`src/rtl/gauge_pkg.sv`:
```
// constants shared by the charge estimator register bank
package gauge_pkg;
  // command codes
  localparam logic [7:0] CMD_INIT_HISTORY = 8'h04;
  localparam logic [7:0] CMD_THERM_BETA = 8'h06;
  localparam logic [7:0] CMD_INIT_NOW = 8'h07;
  localparam logic [7:0] CMD_CELL_TEMP = 8'h08;
  localparam logic [7:0] CMD_CELL_VOLT = 8'h09;
  localparam logic [7:0] CMD_CUR_DIR = 8'h0A;
  localparam logic [7:0] CMD_IMP_ADJ = 8'h0B;
  localparam logic [7:0] CMD_THERM_DELAY = 8'h0C;
  localparam logic [7:0] CMD_PERCENT = 8'h0D;
  localparam logic [7:0] CMD_PERMILLE = 8'h0F;
  localparam logic [7:0] CMD_CHIP_VER = 8'h11;
  localparam logic [7:0] CMD_PROFILE_SEL = 8'h12;
  localparam logic [7:0] CMD_LOW_CHG_THR = 8'h13;
  localparam logic [7:0] CMD_LOW_VOLT_THR = 8'h14;
  localparam logic [7:0] CMD_POWER_MODE = 8'h15;
  localparam logic [7:0] CMD_TEMP_SRC = 8'h16;
  localparam logic [7:0] CMD_PROFILE_ID = 8'h1A;
  // values and ranges
  localparam logic [15:0] INIT_KEY = 16'hAA55;
  localparam logic [15:0] ZERO16 = 16'h0000;
  localparam logic [15:0] BETA_RST = 16'h0D34;
  localparam logic [15:0] TEMP_RST = 16'h0BA6;
  localparam logic [15:0] TEMP_MIN = 16'h09E4;
  localparam logic [15:0] TEMP_MAX = 16'h0D04;
  localparam logic [15:0] DIR_AUTO = 16'h0000;
  localparam logic [15:0] DIR_CHARGE = 16'h0001;
  localparam logic [15:0] DIR_DISCHARGE = 16'hFFFF;
  localparam logic [15:0] IMP_MAX = 16'h00FF;
  localparam logic [15:0] IMP_RST = 16'h0000;
  localparam logic [15:0] DELAY_RST = 16'h0000;
  localparam logic [15:0] PERCENT_MAX = 16'h0064;
  localparam logic [15:0] PERMILLE_MAX = 16'h03E8;
  localparam logic [15:0] PERMILLE_PER_PCT = 16'h000A;
  localparam logic [15:0] PROFILE_MAX = 16'h0001;
  localparam logic [15:0] LOW_CHG_RST = 16'h0008;
  localparam logic [15:0] MODE_OPERATE = 16'h0001;
  localparam logic [15:0] MODE_SLEEP = 16'h0002;
  localparam logic [15:0] MODE_RST = 16'h0001;
  localparam logic [15:0] SRC_HOST = 16'h0000;
  localparam logic [15:0] SRC_THERM = 16'h0001;
  localparam logic [15:0] CHIP_VER_VAL = 16'h1234; // arbitrary value
  localparam logic [15:0] PROFILE_ID_VAL = 16'h0A0B; // arbitrary value
  // open-circuit voltage curve, 11 points, step of 100 per mille
  localparam int OCV_POINTS = 11;
  localparam logic [15:0] PERMILLE_STEP = 16'h0064;
  // timing
  localparam int CLK_PERIOD_NS = 20;
  localparam int INIT_MAX_NS = 1500000; // 1.5 ms
  localparam int INIT_MAX_CYC = INIT_MAX_NS / CLK_PERIOD_NS;
endpackage : gauge_pkg

```
`src/rtl/alarm_level_detect.sv`:
```
// threshold alarm with release only above the threshold
`timescale 1ns/100ps
module alarm_level_detect (
  input wire logic mclk_i,
  input wire logic rst_n_i,
  input wire logic [15:0] level_i,
  input wire logic [15:0] threshold_i,
  output logic active_o
);
  // zero threshold disables, equal level holds the present state
  always_ff @(posedge mclk_i or negedge rst_n_i) begin
    if (!rst_n_i) begin
      active_o <= 1'b0;
    end else if (threshold_i == gauge_pkg::ZERO16) begin
      active_o <= 1'b0;
    end else if (level_i < threshold_i) begin
      active_o <= 1'b1;
    end else if (level_i > threshold_i) begin
      active_o <= 1'b0;
    end
  end
endmodule : alarm_level_detect

```
`src/rtl/charge_init_engine.sv`:
```
// open-circuit voltage to charge level conversion with completion bound
`timescale 1ns/100ps
module charge_init_engine #(
  parameter int LIMIT_CYC = gauge_pkg::INIT_MAX_CYC
) (
  input wire logic mclk_i,
  input wire logic rst_n_i,
  input wire logic start_i,
  input wire logic [15:0] volt_i,
  output logic busy_o,
  output logic done_o,
  output logic [15:0] permille_o
);
  typedef enum logic [2:0] {
    ST_IDLE = 3'b001,
    ST_WALK = 3'b010,
    ST_DONE = 3'b100
  } eng_state_type;

  // curve point voltage in mV for a table index
  function automatic logic [15:0] ocv_mv(input logic [3:0] idx);
    case (idx)
      4'h0: ocv_mv = 16'h0BB8;
      4'h1: ocv_mv = 16'h0DAC;
      4'h2: ocv_mv = 16'h0E10;
      4'h3: ocv_mv = 16'h0E42;
      4'h4: ocv_mv = 16'h0E74;
      4'h5: ocv_mv = 16'h0EA6;
      4'h6: ocv_mv = 16'h0ED8;
      4'h7: ocv_mv = 16'h0F0A;
      4'h8: ocv_mv = 16'h0F3C;
      4'h9: ocv_mv = 16'h0F6E;
      default: ocv_mv = 16'h1068;
    endcase
  endfunction : ocv_mv

  eng_state_type state_reg;
  logic [3:0] idx_reg;
  logic [15:0] volt_reg;
  logic [31:0] timer_reg;
  logic last_w;

  // stop at the top point or where the next point is above the sample
  assign last_w = (idx_reg == 4'(gauge_pkg::OCV_POINTS - 1)) ||
                  (volt_reg < ocv_mv(idx_reg + 4'h1)) ||
                  (timer_reg >= 32'(LIMIT_CYC - 2));

  // sequencer walking the curve, one point per cycle
  always_ff @(posedge mclk_i or negedge rst_n_i) begin
    if (!rst_n_i) begin
      state_reg <= ST_IDLE;
      idx_reg <= 4'h0;
      volt_reg <= 16'h0000;
      timer_reg <= 32'h0000_0000;
    end else begin
      case (state_reg)
        ST_IDLE, ST_DONE: begin
          // a start in the result cycle is taken, not dropped
          idx_reg <= 4'h0;
          timer_reg <= 32'h0000_0000;
          state_reg <= ST_IDLE;
          if (start_i) begin
            volt_reg <= volt_i;
            state_reg <= ST_WALK;
          end
        end
        ST_WALK: begin
          timer_reg <= timer_reg + 32'h0000_0001;
          if (last_w) begin
            state_reg <= ST_DONE;
          end else begin
            idx_reg <= idx_reg + 4'h1;
          end
        end
        default: state_reg <= ST_IDLE;
      endcase
    end
  end

  // result and status flops
  always_ff @(posedge mclk_i or negedge rst_n_i) begin
    if (!rst_n_i) begin
      busy_o <= 1'b0;
      done_o <= 1'b0;
      permille_o <= 16'h0000;
    end else begin
      done_o <= (state_reg == ST_WALK) && last_w;
      busy_o <= start_i || ((state_reg == ST_WALK) && !last_w);
      if ((state_reg == ST_WALK) && last_w) begin
        if (volt_reg < ocv_mv(4'h0)) begin
          permille_o <= 16'h0000;
        end else begin
          permille_o <= 16'(idx_reg * gauge_pkg::PERMILLE_STEP);
        end
      end
    end
  end
endmodule : charge_init_engine

```
`src/rtl/fuel_gauge_register_bank.sv`:
```
// command-addressed register bank of the single-cell charge estimator
// Functional notes
// - after reset the charge level is set from the first measured voltage
// - 0xAA55 to 0x04 re-initializes from highest voltage since reset
// - 0xAA55 to 0x07 re-initializes from the present voltage
// - re-initialization finishes within 1.5 ms of the write
// - thermistor beta register is read/write, resets to 0x0D34
// - temperature reads in 0.1K; host writes 0x09E4..0x0D04 in host mode
// - cell voltage is read-only in mV
// - direction 0x0000 auto, 0x0001 charge, 0xFFFF discharge; reset auto
// - charge mode estimates never lower level, discharge mode estimates never raise it
// - thermistor delay adjust at 0x0C is read/write
// - percent register reads 0..100 and accepts writes
// - per-mille register is read-only, 0..1000
// - profile select takes only 0 or 1, resets to 0
// - low charge threshold 1..100, zero disables, resets to 8
// - alarm pin low while level below threshold, released above it
// - low voltage threshold 1..0xFFFF mV, zero disables, resets to zero
// - power mode 0x0001 operational, 0x0002 sleep
// - sleep keeps the bus, alarms and re-initialization; measuring and tracking need operation
// - 0x1A reads the profile file code
// - 0x11 reads the chip identification number
`timescale 1ns/100ps
module fuel_gauge_register_bank #(
  parameter int INIT_LIMIT_CYC = gauge_pkg::INIT_MAX_CYC
) (
  input wire logic mclk_i,
  input wire logic rst_n_i,
  input wire logic [7:0] cmd_i,
  input wire logic wr_i,
  input wire logic rd_i,
  input wire logic [15:0] wdata_i,
  input wire logic [15:0] vbat_mv_i,
  input wire logic vbat_valid_i,
  input wire logic [15:0] therm_temp_i,
  input wire logic therm_valid_i,
  input wire logic [15:0] est_permille_i,
  input wire logic est_valid_i,
  output logic [15:0] rdata_o,
  output logic rvalid_o,
  output logic alarm_out_n_o,
  output logic operational_o,
  output logic therm_mode_o,
  output logic init_busy_o,
  output logic [15:0] therm_beta_o,
  output logic [15:0] therm_delay_o,
  output logic [15:0] imp_adjust_o,
  output logic profile_sel_o
);
  // ==========================================================
  // register state
  logic [15:0] beta_reg;
  logic [15:0] temp_reg;
  logic [15:0] volt_reg;
  logic [15:0] volt_max_reg;
  logic [15:0] dir_reg;
  logic [15:0] imp_reg;
  logic [15:0] delay_reg;
  logic [15:0] permille_reg;
  logic [15:0] profile_reg;
  logic [15:0] low_chg_reg;
  logic [15:0] low_volt_reg;
  logic [15:0] mode_reg;
  logic [15:0] src_reg;
  logic volt_seen_reg;
  logic auto_init_reg;
  logic [15:0] percent_w;
  logic operate_w;
  logic eng_start_w;
  logic [15:0] eng_volt_w;
  logic eng_busy_w;
  logic eng_done_w;
  logic [15:0] eng_permille_w;
  logic chg_alarm_w;
  logic volt_alarm_w;

  // write to one command code
  function automatic logic wr_hit(input logic wr, input logic [7:0] cmd,
                                  input logic [7:0] code);
    wr_hit = wr && (cmd == code);
  endfunction : wr_hit

  // accepted direction codes
  function automatic logic dir_ok(input logic [15:0] v);
    dir_ok = (v == gauge_pkg::DIR_AUTO) || (v == gauge_pkg::DIR_CHARGE) ||
             (v == gauge_pkg::DIR_DISCHARGE);
  endfunction : dir_ok

  // ==========================================================
  // derived levels
  assign operate_w = (mode_reg == gauge_pkg::MODE_OPERATE);
  assign percent_w = 16'(permille_reg / gauge_pkg::PERMILLE_PER_PCT);

  // ==========================================================
  // initialization requests
  always_comb begin
    eng_start_w = 1'b0;
    eng_volt_w = volt_reg;
    if (!eng_busy_w) begin
      if (wr_hit(wr_i, cmd_i, gauge_pkg::CMD_INIT_HISTORY) &&
          (wdata_i == gauge_pkg::INIT_KEY)) begin
        eng_start_w = 1'b1;
        eng_volt_w = volt_max_reg;
      end else if (wr_hit(wr_i, cmd_i, gauge_pkg::CMD_INIT_NOW) &&
                   (wdata_i == gauge_pkg::INIT_KEY)) begin
        eng_start_w = 1'b1;
      end else if (auto_init_reg && volt_seen_reg) begin
        eng_start_w = 1'b1;
      end
    end
  end

  charge_init_engine #(
    .LIMIT_CYC(INIT_LIMIT_CYC)
  ) u_init (
    .mclk_i(mclk_i),
    .rst_n_i(rst_n_i),
    .start_i(eng_start_w),
    .volt_i(eng_volt_w),
    .busy_o(eng_busy_w),
    .done_o(eng_done_w),
    .permille_o(eng_permille_w)
  );

  // automatic start once the first voltage sample is in
  always_ff @(posedge mclk_i or negedge rst_n_i) begin
    if (!rst_n_i) begin
      auto_init_reg <= 1'b1;
    end else if (eng_start_w) begin
      auto_init_reg <= 1'b0;
    end
  end

  // ==========================================================
  // voltage measurement and history maximum
  always_ff @(posedge mclk_i or negedge rst_n_i) begin
    if (!rst_n_i) begin
      volt_reg <= 16'h0000;
      volt_max_reg <= 16'h0000;
      volt_seen_reg <= 1'b0;
    end else if (vbat_valid_i && operate_w) begin
      volt_reg <= vbat_mv_i;
      volt_seen_reg <= 1'b1;
      if (vbat_mv_i > volt_max_reg) begin
        volt_max_reg <= vbat_mv_i;
      end
    end
  end

  // ==========================================================
  // cell temperature from host or thermistor
  always_ff @(posedge mclk_i or negedge rst_n_i) begin
    if (!rst_n_i) begin
      temp_reg <= gauge_pkg::TEMP_RST;
    end else if (src_reg == gauge_pkg::SRC_THERM) begin
      if (therm_valid_i && operate_w) begin
        temp_reg <= therm_temp_i;
      end
    end else if (wr_hit(wr_i, cmd_i, gauge_pkg::CMD_CELL_TEMP) &&
                 (wdata_i >= gauge_pkg::TEMP_MIN) &&
                 (wdata_i <= gauge_pkg::TEMP_MAX)) begin
      temp_reg <= wdata_i;
    end
  end

  // ==========================================================
  // charge level tracking
  always_ff @(posedge mclk_i or negedge rst_n_i) begin
    if (!rst_n_i) begin
      permille_reg <= 16'h0000;
    end else if (eng_done_w) begin
      permille_reg <= eng_permille_w;
    end else if (wr_hit(wr_i, cmd_i, gauge_pkg::CMD_PERCENT) &&
                 (wdata_i <= gauge_pkg::PERCENT_MAX)) begin
      permille_reg <= 16'(wdata_i * gauge_pkg::PERMILLE_PER_PCT);
    end else if (est_valid_i && operate_w &&
                 (est_permille_i <= gauge_pkg::PERMILLE_MAX)) begin
      case (dir_reg)
        gauge_pkg::DIR_CHARGE: begin
          if (est_permille_i > permille_reg) begin
            permille_reg <= est_permille_i;
          end
        end
        gauge_pkg::DIR_DISCHARGE: begin
          if (est_permille_i < permille_reg) begin
            permille_reg <= est_permille_i;
          end
        end
        default: permille_reg <= est_permille_i;
      endcase
    end
  end

  // ==========================================================
  // settings written by the host
  always_ff @(posedge mclk_i or negedge rst_n_i) begin
    if (!rst_n_i) begin
      beta_reg <= gauge_pkg::BETA_RST;
      dir_reg <= gauge_pkg::DIR_AUTO;
      imp_reg <= gauge_pkg::IMP_RST;
      delay_reg <= gauge_pkg::DELAY_RST;
      profile_reg <= gauge_pkg::ZERO16;
      low_chg_reg <= gauge_pkg::LOW_CHG_RST;
      low_volt_reg <= gauge_pkg::ZERO16;
      mode_reg <= gauge_pkg::MODE_RST;
      src_reg <= gauge_pkg::SRC_HOST;
    end else if (wr_i) begin
      case (cmd_i)
        gauge_pkg::CMD_THERM_BETA: beta_reg <= wdata_i;
        gauge_pkg::CMD_CUR_DIR: begin
          if (dir_ok(wdata_i)) begin
            dir_reg <= wdata_i;
          end
        end
        gauge_pkg::CMD_IMP_ADJ: begin
          if (wdata_i <= gauge_pkg::IMP_MAX) begin
            imp_reg <= wdata_i;
          end
        end
        gauge_pkg::CMD_THERM_DELAY: delay_reg <= wdata_i;
        gauge_pkg::CMD_PROFILE_SEL: begin
          if (wdata_i <= gauge_pkg::PROFILE_MAX) begin
            profile_reg <= wdata_i;
          end
        end
        gauge_pkg::CMD_LOW_CHG_THR: begin
          if (wdata_i <= gauge_pkg::PERCENT_MAX) begin
            low_chg_reg <= wdata_i;
          end
        end
        gauge_pkg::CMD_LOW_VOLT_THR: low_volt_reg <= wdata_i;
        gauge_pkg::CMD_POWER_MODE: begin
          if ((wdata_i == gauge_pkg::MODE_OPERATE) ||
              (wdata_i == gauge_pkg::MODE_SLEEP)) begin
            mode_reg <= wdata_i;
          end
        end
        gauge_pkg::CMD_TEMP_SRC: begin
          if ((wdata_i == gauge_pkg::SRC_HOST) ||
              (wdata_i == gauge_pkg::SRC_THERM)) begin
            src_reg <= wdata_i;
          end
        end
        default: ; // read-only and unknown codes change nothing
      endcase
    end
  end

  // ==========================================================
  // alarms
  alarm_level_detect u_chg_alarm (
    .mclk_i(mclk_i),
    .rst_n_i(rst_n_i),
    .level_i(percent_w),
    .threshold_i(low_chg_reg),
    .active_o(chg_alarm_w)
  );

  alarm_level_detect u_volt_alarm (
    .mclk_i(mclk_i),
    .rst_n_i(rst_n_i),
    .level_i(volt_reg),
    .threshold_i(low_volt_reg),
    .active_o(volt_alarm_w)
  );

  // ==========================================================
  // read port, answer one cycle after the strobe
  always_ff @(posedge mclk_i or negedge rst_n_i) begin
    if (!rst_n_i) begin
      rdata_o <= 16'h0000;
      rvalid_o <= 1'b0;
    end else begin
      rvalid_o <= rd_i;
      if (rd_i) begin
        case (cmd_i)
          gauge_pkg::CMD_THERM_BETA: rdata_o <= beta_reg;
          gauge_pkg::CMD_CELL_TEMP: rdata_o <= temp_reg;
          gauge_pkg::CMD_CELL_VOLT: rdata_o <= volt_reg;
          gauge_pkg::CMD_CUR_DIR: rdata_o <= dir_reg;
          gauge_pkg::CMD_IMP_ADJ: rdata_o <= imp_reg;
          gauge_pkg::CMD_THERM_DELAY: rdata_o <= delay_reg;
          gauge_pkg::CMD_PERCENT: rdata_o <= percent_w;
          gauge_pkg::CMD_PERMILLE: rdata_o <= permille_reg;
          gauge_pkg::CMD_CHIP_VER: rdata_o <= gauge_pkg::CHIP_VER_VAL;
          gauge_pkg::CMD_PROFILE_SEL: rdata_o <= profile_reg;
          gauge_pkg::CMD_LOW_CHG_THR: rdata_o <= low_chg_reg;
          gauge_pkg::CMD_LOW_VOLT_THR: rdata_o <= low_volt_reg;
          gauge_pkg::CMD_POWER_MODE: rdata_o <= mode_reg;
          gauge_pkg::CMD_TEMP_SRC: rdata_o <= src_reg;
          gauge_pkg::CMD_PROFILE_ID: rdata_o <= gauge_pkg::PROFILE_ID_VAL;
          default: rdata_o <= gauge_pkg::ZERO16; // write-only or unmapped
        endcase
      end
    end
  end

  // ==========================================================
  // status and setting outputs
  always_ff @(posedge mclk_i or negedge rst_n_i) begin
    if (!rst_n_i) begin
      alarm_out_n_o <= 1'b1;
      operational_o <= 1'b0;
      therm_mode_o <= 1'b0;
      init_busy_o <= 1'b0;
      therm_beta_o <= gauge_pkg::BETA_RST;
      therm_delay_o <= gauge_pkg::DELAY_RST;
      imp_adjust_o <= gauge_pkg::IMP_RST;
      profile_sel_o <= 1'b0;
    end else begin
      alarm_out_n_o <= !(chg_alarm_w || volt_alarm_w);
      operational_o <= operate_w;
      therm_mode_o <= (src_reg == gauge_pkg::SRC_THERM) && operate_w;
      init_busy_o <= eng_busy_w;
      therm_beta_o <= beta_reg;
      therm_delay_o <= delay_reg;
      imp_adjust_o <= imp_reg;
      profile_sel_o <= profile_reg[0];
    end
  end
endmodule : fuel_gauge_register_bank

```
`config.mk`:
```
export PLATFORM = sky130hd
export DESIGN_NAME = fuel_gauge_register_bank
export DESIGN_NICKNAME = d
export VERILOG_FILES = /design/src/rtl/gauge_pkg.sv /design/src/rtl/alarm_level_detect.sv /design/src/rtl/charge_init_engine.sv /design/src/rtl/fuel_gauge_register_bank.sv
export SDC_FILE = /design/constraint.sdc
export NUM_CORES = 1
export LEC_CHECK = 0
export ABC_AREA = 1
export BUFFER_PORTS_ARGS = -buffer_cell sky130_fd_sc_hd__buf_4
export CAP_MARGIN = 20
export CORE_MARGIN = 4
export CORE_UTILIZATION = 61
export CTS_CLUSTER_SIZE = 24
export DETAILED_ROUTE_END_ITERATION = 10
export PLACE_DENSITY = 0.81
export SLEW_MARGIN = 20
export SYNTH_ARGS = -nofsm -noshare
export SYNTH_HDL_FRONTEND = slang
export SYNTH_SLANG_ARGS = --single-unit
```
`constraint.sdc`:
```
create_clock -name mclk_i -period 6 [get_ports mclk_i]
set_input_delay 0.6 -clock mclk_i [delete_from_list [all_inputs] [get_ports mclk_i]]
set_output_delay 0.6 -clock mclk_i [all_outputs]
set_load 0.02 [all_outputs]
```
Word-level counts from Yosys, hierarchy flattened
Memories as Yosys holds them, arrays and structs flattened.
Index checks and enable logic that the tools add are counted.
{"block": "totals", "output_inout_bits": 70, "n_memories": 1, "regBits": 355, "rom_bits": 192}
{"block": "op_classes", "reduce_logical": 49, "multipliers": 2, "n_lt_le_gt_ge": 16, "n_eq_ne": 34, "add_sub_neg": 2, "div": 1, "mux": 29}
{"memory": "(name not given)", "words": 16, "width": 12, "rd": 1, "rd_clocked_by_memory_dff": 0, "wr": 0, "line": "charge_init_engine.sv:22", "source": "case (idx)"}
{"cell": "$pmux W16 S15", "n": 1}
{"cell": "$mux W16", "n": 10}
{"cell": "$eq A16 B1 Y1 const B", "n": 4}
{"cell": "$gt A16 B16 Y1", "n": 4}
{"cell": "$lt A16 B16 Y1", "n": 4}
{"cell": "$pmux W32 S2", "n": 1}
{"cell": "$eq A8 B4 Y1 const B", "n": 7}
{"cell": "$eq A8 B5 Y1 const B", "n": 7}
{"cell": "$eq A16 B16 Y1 const B", "n": 3}
{"cell": "$logic_not A16 Y1", "n": 3}
{"cell": "$add A32 B1 Y32 const B", "n": 1}
{"cell": "$ge A32 B17 Y1 const B", "n": 1}
{"cell": "$pmux W16 S2", "n": 1}
{"cell": "$eq A8 B3 Y1 const B", "n": 3}
{"cell": "$reduce_and A3 Y1", "n": 7}
{"cell": "$logic_and A1 B1 Y1", "n": 17}
{"cell": "$div A16 B4 Y16 const B", "n": 1}
{"cell": "$eq A16 B2 Y1 const B", "n": 1}
{"cell": "$ge A16 B12 Y1 const B", "n": 1}
{"cell": "$le A16 B1 Y1 const B", "n": 1}
{"cell": "$le A16 B10 Y1 const B", "n": 1}
{"cell": "$le A16 B12 Y1 const B", "n": 1}
{"cell": "$le A16 B7 Y1 const B", "n": 1}
{"cell": "$le A16 B8 Y1 const B", "n": 1}
{"cell": "24 further kinds", "n": 51}

Depth between registers and ports, before layout
{"block": "depth", "depth_word": 8, "depth_mapped": 67}

By module
From an unflattened synthesis, not the netlist that was laid out.
{"block": "unflattened", "cells_unflattened": 2341, "area_unflattened_um2": 19316.0}
{"mod": "fuel_gauge_register_bank", "seq_area_each_um2": 7035.5, "cells_per_inst": 1666, "instances": 1, "area_each_um2": 14263.7}
{"mod": "charge_init_engine", "seq_area_each_um2": 1627.8, "cells_per_inst": 517, "instances": 1, "area_each_um2": 4058.9}
{"mod": "alarm_level_detect", "seq_area_each_um2": 25.0, "cells_per_inst": 79, "instances": 2, "area_each_um2": 496.7}

Least setup slack after synthesis
OpenSTA, ideal clock, no wires.
{"block": "synth_timing", "kind": "register to register", "start": "register permille_reg[15]", "end": "register u_chg_alarm.active_o", "path_buffers": 1, "path_stages_with_launch": 62, "t_required_ns": 5.865, "path_slack_ns": 0.885, "t_arrival_ns": 4.979, "setup_time_ns": 0.135, "path_cell_list": "dfrtp_1 buf_6 nand2_1 inv_2 o21bai_2 nand2_2 nand3_1 nand3_2 nand2_2 nand2_4 nand2_2 nand2_2 inv_2 nand2_2 nand2_2 nand2_2 nand2_2 nand2_4 (+26 left out) nand2_2 inv_2 nand2_2 nand2_2 nand2_1 nand2_1 inv_1 nand2_1 nand2_1 inv_1 ha_1 nor2_1 nor2_1 o21a_1 o221ai_1 nand2_1 nand3_1 a32oi_1"}
{"block": "synth_between", "elab_chain_len": 4, "word_cells_on_any_way": 6, "cone_classes": "1 x div; 2 x order compare; 2 x mux; 1 x reduce/logical"}
{"element": "start, declared", "line": "fuel_gauge_register_bank.sv:59", "source": "logic [15:0] permille_reg;"}
{"element": "start signal, assigned", "line": "fuel_gauge_register_bank.sv:172", "source": "permille_reg <= eng_permille_w;"}
{"element": "start signal, assigned", "line": "fuel_gauge_register_bank.sv:175", "source": "permille_reg <= 16'(wdata_i * gauge_pkg::PERMILLE_PER_PCT);"}
{"element": "start signal, assigned", "line": "fuel_gauge_register_bank.sv:181", "source": "permille_reg <= est_permille_i;"}
{"element": "$div A16 B4 Y16 *", "line": "fuel_gauge_register_bank.sv:92", "source": "assign percent_w = 16'(permille_reg / gauge_pkg::PERMILLE_PER_PCT);"}
{"element": "$lt A16 B16 Y1", "line": "alarm_level_detect.sv:16", "source": "end else if (level_i < threshold_i) begin"}
{"element": "$mux W1", "line": "alarm_level_detect.sv:16"}
{"element": "$mux W1", "line": "alarm_level_detect.sv:14", "source": "end else if (threshold_i == gauge_pkg::ZERO16) begin"}
{"element": "end signal, assigned", "line": "alarm_level_detect.sv:13", "source": "active_o <= 1'b0;"}
{"element": "end signal, assigned", "line": "alarm_level_detect.sv:15", "source": "active_o <= 1'b0;"}
{"element": "end signal, assigned", "line": "alarm_level_detect.sv:17", "source": "active_o <= 1'b1;"}
{"element": "end, declared", "line": "alarm_level_detect.sv:8", "source": "output logic active_o"}
Mark *: on every way between the ends. The rest lies on a longest branch, timed or not.
A chain may end at the register's enable or synchronous reset.

Final worst setup path
Ends and elaborated chain as after synthesis.

==> qor.txt <==
Status: complete, no violations
Die area: 33440 sq um
Worst-Skew Late Latency: 0.53 ns
Final instance area: 22090 sq um
Commonest cells after routing, fill and taps aside: nand2_1 (427), dfrtp_1 (320), inv_1 (308), o21ai_0 (241), buf_4 (184)
CP endpoint kind: flip-flop
Yosys cell types: 56
Fmax: 167.6 MHz
Fin. Hold Viols: 0
Setup-failing EPs final: 0
Post-synthesis sequential area ratio: 0.4672
Antenna cells: 0
Clk sinks: 347
Post-place instance area: 20140 sq um
First DRT Iteration DRCs: 1868
Post-DRT Antenna Nets: 0
Fin crit share: 0.9946
Num CTS Buffers: 38
Relative slew slack: 0.3055
Root buffer cell: clkbuf_16
CP max FO: 7
Largest family of logic cells by synthesized area: simple AND/OR/NAND/NOR gates
Adder-Cell Fraction of Synth Area: 0.07728
Unrepaired setup endpoints after global routing: true
Startpoint type of the worst setup path: flip-flop
R2R depth: 58
Clock tree buffer depth: 3
Req. time, crit path: 6.39 ns
Critical path's slowest cell: dfrtp_2
Final slew viol count: 0
GP Congestion: 1.005
FF+latch count, synth: 347
Most frequent cell on the critical path: nand2_4
Die Height: 182.9 microns
Total congestion overflow: 0
Max cap viols: 0
PD cells: 242.0 nW/um^2
Dominant cells by area after synthesis: dfrtp_1 (43%), nand2_1 (9.0%), ha_1 (7.5%)
Vias per cell: 6.086
Synth area leader: dfrtp_1
Post-Synth XOR/XNOR Area: 0.006910
Nets: 2618
Synthesized area per cell: 8.271 sq um
Max reg flops: 32
Overall routing resource usage: 0.3613
Syn. warnings: 0
Core ar.: 29870 sq um
Levels on crit path: 58
CP peak stage delay: 0.49 ns
Clk slew on worst S/H paths: 0.07 ns
Kind of critical path: flip-flop to flip-flop
Mapped Cells: 2255
Initial antenna violation count: 1
WL final: 62130 microns
Cell Rows: 63
Cts hold-fix bufs: 0
Port Buffers: 148
R2R Setup Slk: 0.03 ns
Die extent in x: 182.9 microns
Routed len/inst: 21.84 microns
Portion of netlist area occupied by mux cells: 0.004293
WP data arrival: 6.36 ns
Setup ws final: 0.03216 ns
Async SR Flop Fraction: 1.000
Delay-heaviest family, CP: simple AND/OR/NAND/NOR gates
Post-Place Worst Slack: 0.1271 ns
Htree depth: 2
Fraction of layout cells with a size suffix above 1: 0.1614
Syn nets: 2448
Worst path bufs/invs: 6
First-pass GRT wire length: 93910 microns
Leak: 11.17 nW
Post-synth EDFFs: 0
Remaining DRCs: 0
Final min period: 5.968 ns
Clock Skew: 0.01821 ns
Commonest register cell after synthesis: dfrtp_1
Largest net degree at the start of global routing: 155
Compound-Gate Fraction of Synth Area: 0.1514
Pre-Repair DR Iteration Count: 8
Most common cell after layout, fill and taps aside: nand2_1
Worst slew pin tran: 1.031 ns
CTS tree: done
Final HPWL DP: 46510 microns
Simple-Gate Fraction of Synth Area: 0.2143
Io pins: 149
Hold WC Path Type: primary input to asynchronous set/reset pin
Initial Util: 0.6243
Total vias in the final route: 17310
Area share of the largest cell type after synthesis: 0.4334
Area growth from synthesis to layout: 18.43%
Mapped Area: 18650 sq um
Worst vdd ir: 219.2 uV
Vias in the first global route: 16440
## synthesized netlist by cell type (all sizes together), types with 35 or more instances
cell,instances
nand2,489
ha,112
nand3,105
nor2,179
clkbuf,55
a221oi,35
inv,327
o21ai,247
nand4,58
a21oi,95
nor3,39
dfrtp,323
## path summary, 6_finish.rpt
kind	to	start
min in group mclk_i	rvalid_o	rd_i
worst max register to register	u_chg_alarm.active_o	permille_reg[15]
worst min-delay path	delay_reg[2]	rst_n_i
worst max-delay path	u_chg_alarm.active_o	permille_reg[15]
max in group asynchronous	permille_reg[5]	rst_n_i
worst min register to register	therm_beta_o[8]	beta_reg[8]
## layer usage
layer	track usage	part of all wire	vias to the layer above
met1	0.4800	0.40	8365
met5	0	0	-
met2	0.5832	0.46	850
met4	0.1692	0.061	0
met3	0.06386	0.081	184
li1	-	-	7910
## metrics by stage
step | cells | setup TNS (ns) | total power, mW | utilization | hold WS [ns]
floorplan | 2255 | 0 | 2.605 | - | 0.3044
global placement | 2748 | 0 | 2.802 | 0.6741 | 0.3603
detailed placement | 2748 | 0 | 2.809 | 0.6741 | 0.3656
CTS | 2817 | 0 | 5.347 | 0.7204 | 0.02859
global route | 2844 | -0.2603 | 5.490 | 0.7394 | 0.04168
finish | 2844 | 0 | 5.346 | 0.7394 | 0.007616
## power by group
part	internal (mW)	switching, mW	total [mW]
clock network	1.58	0.996	2.57
registers	2.38	0.0299	2.41
logic	0.129	0.236	0.365
## what timing repair did
| action | in CTS | in global routing |
|---|---|---|
| setup buffers | 0 | 27 |
| resized for setup | 0 | 87 |
| endpoints found under the setup margin | 0 | 1 |
## cells by family after synthesis
| group | after synthesis |
|---|---|
| muxes | 8 |
| AOI/OAI and AO/OA | 480 |
| adders and majority gates | 114 |
| DFF | 347 |
| buffers and inverters | 389 |
| and+or+nand+nor | 904 |
| xor gates and xnor gates | 13 |
## area by class of cell
class	instances	area (sq um)
fill	2258	7785
inverter	332	1249
sequential	347	8717
clock inverter	15	261.5
multi-input combinational	1519	8825
timing repair buffer	187	1428
clock buffer	54	1122
tap	390	488.0
(Power assumes the default switching activity.)
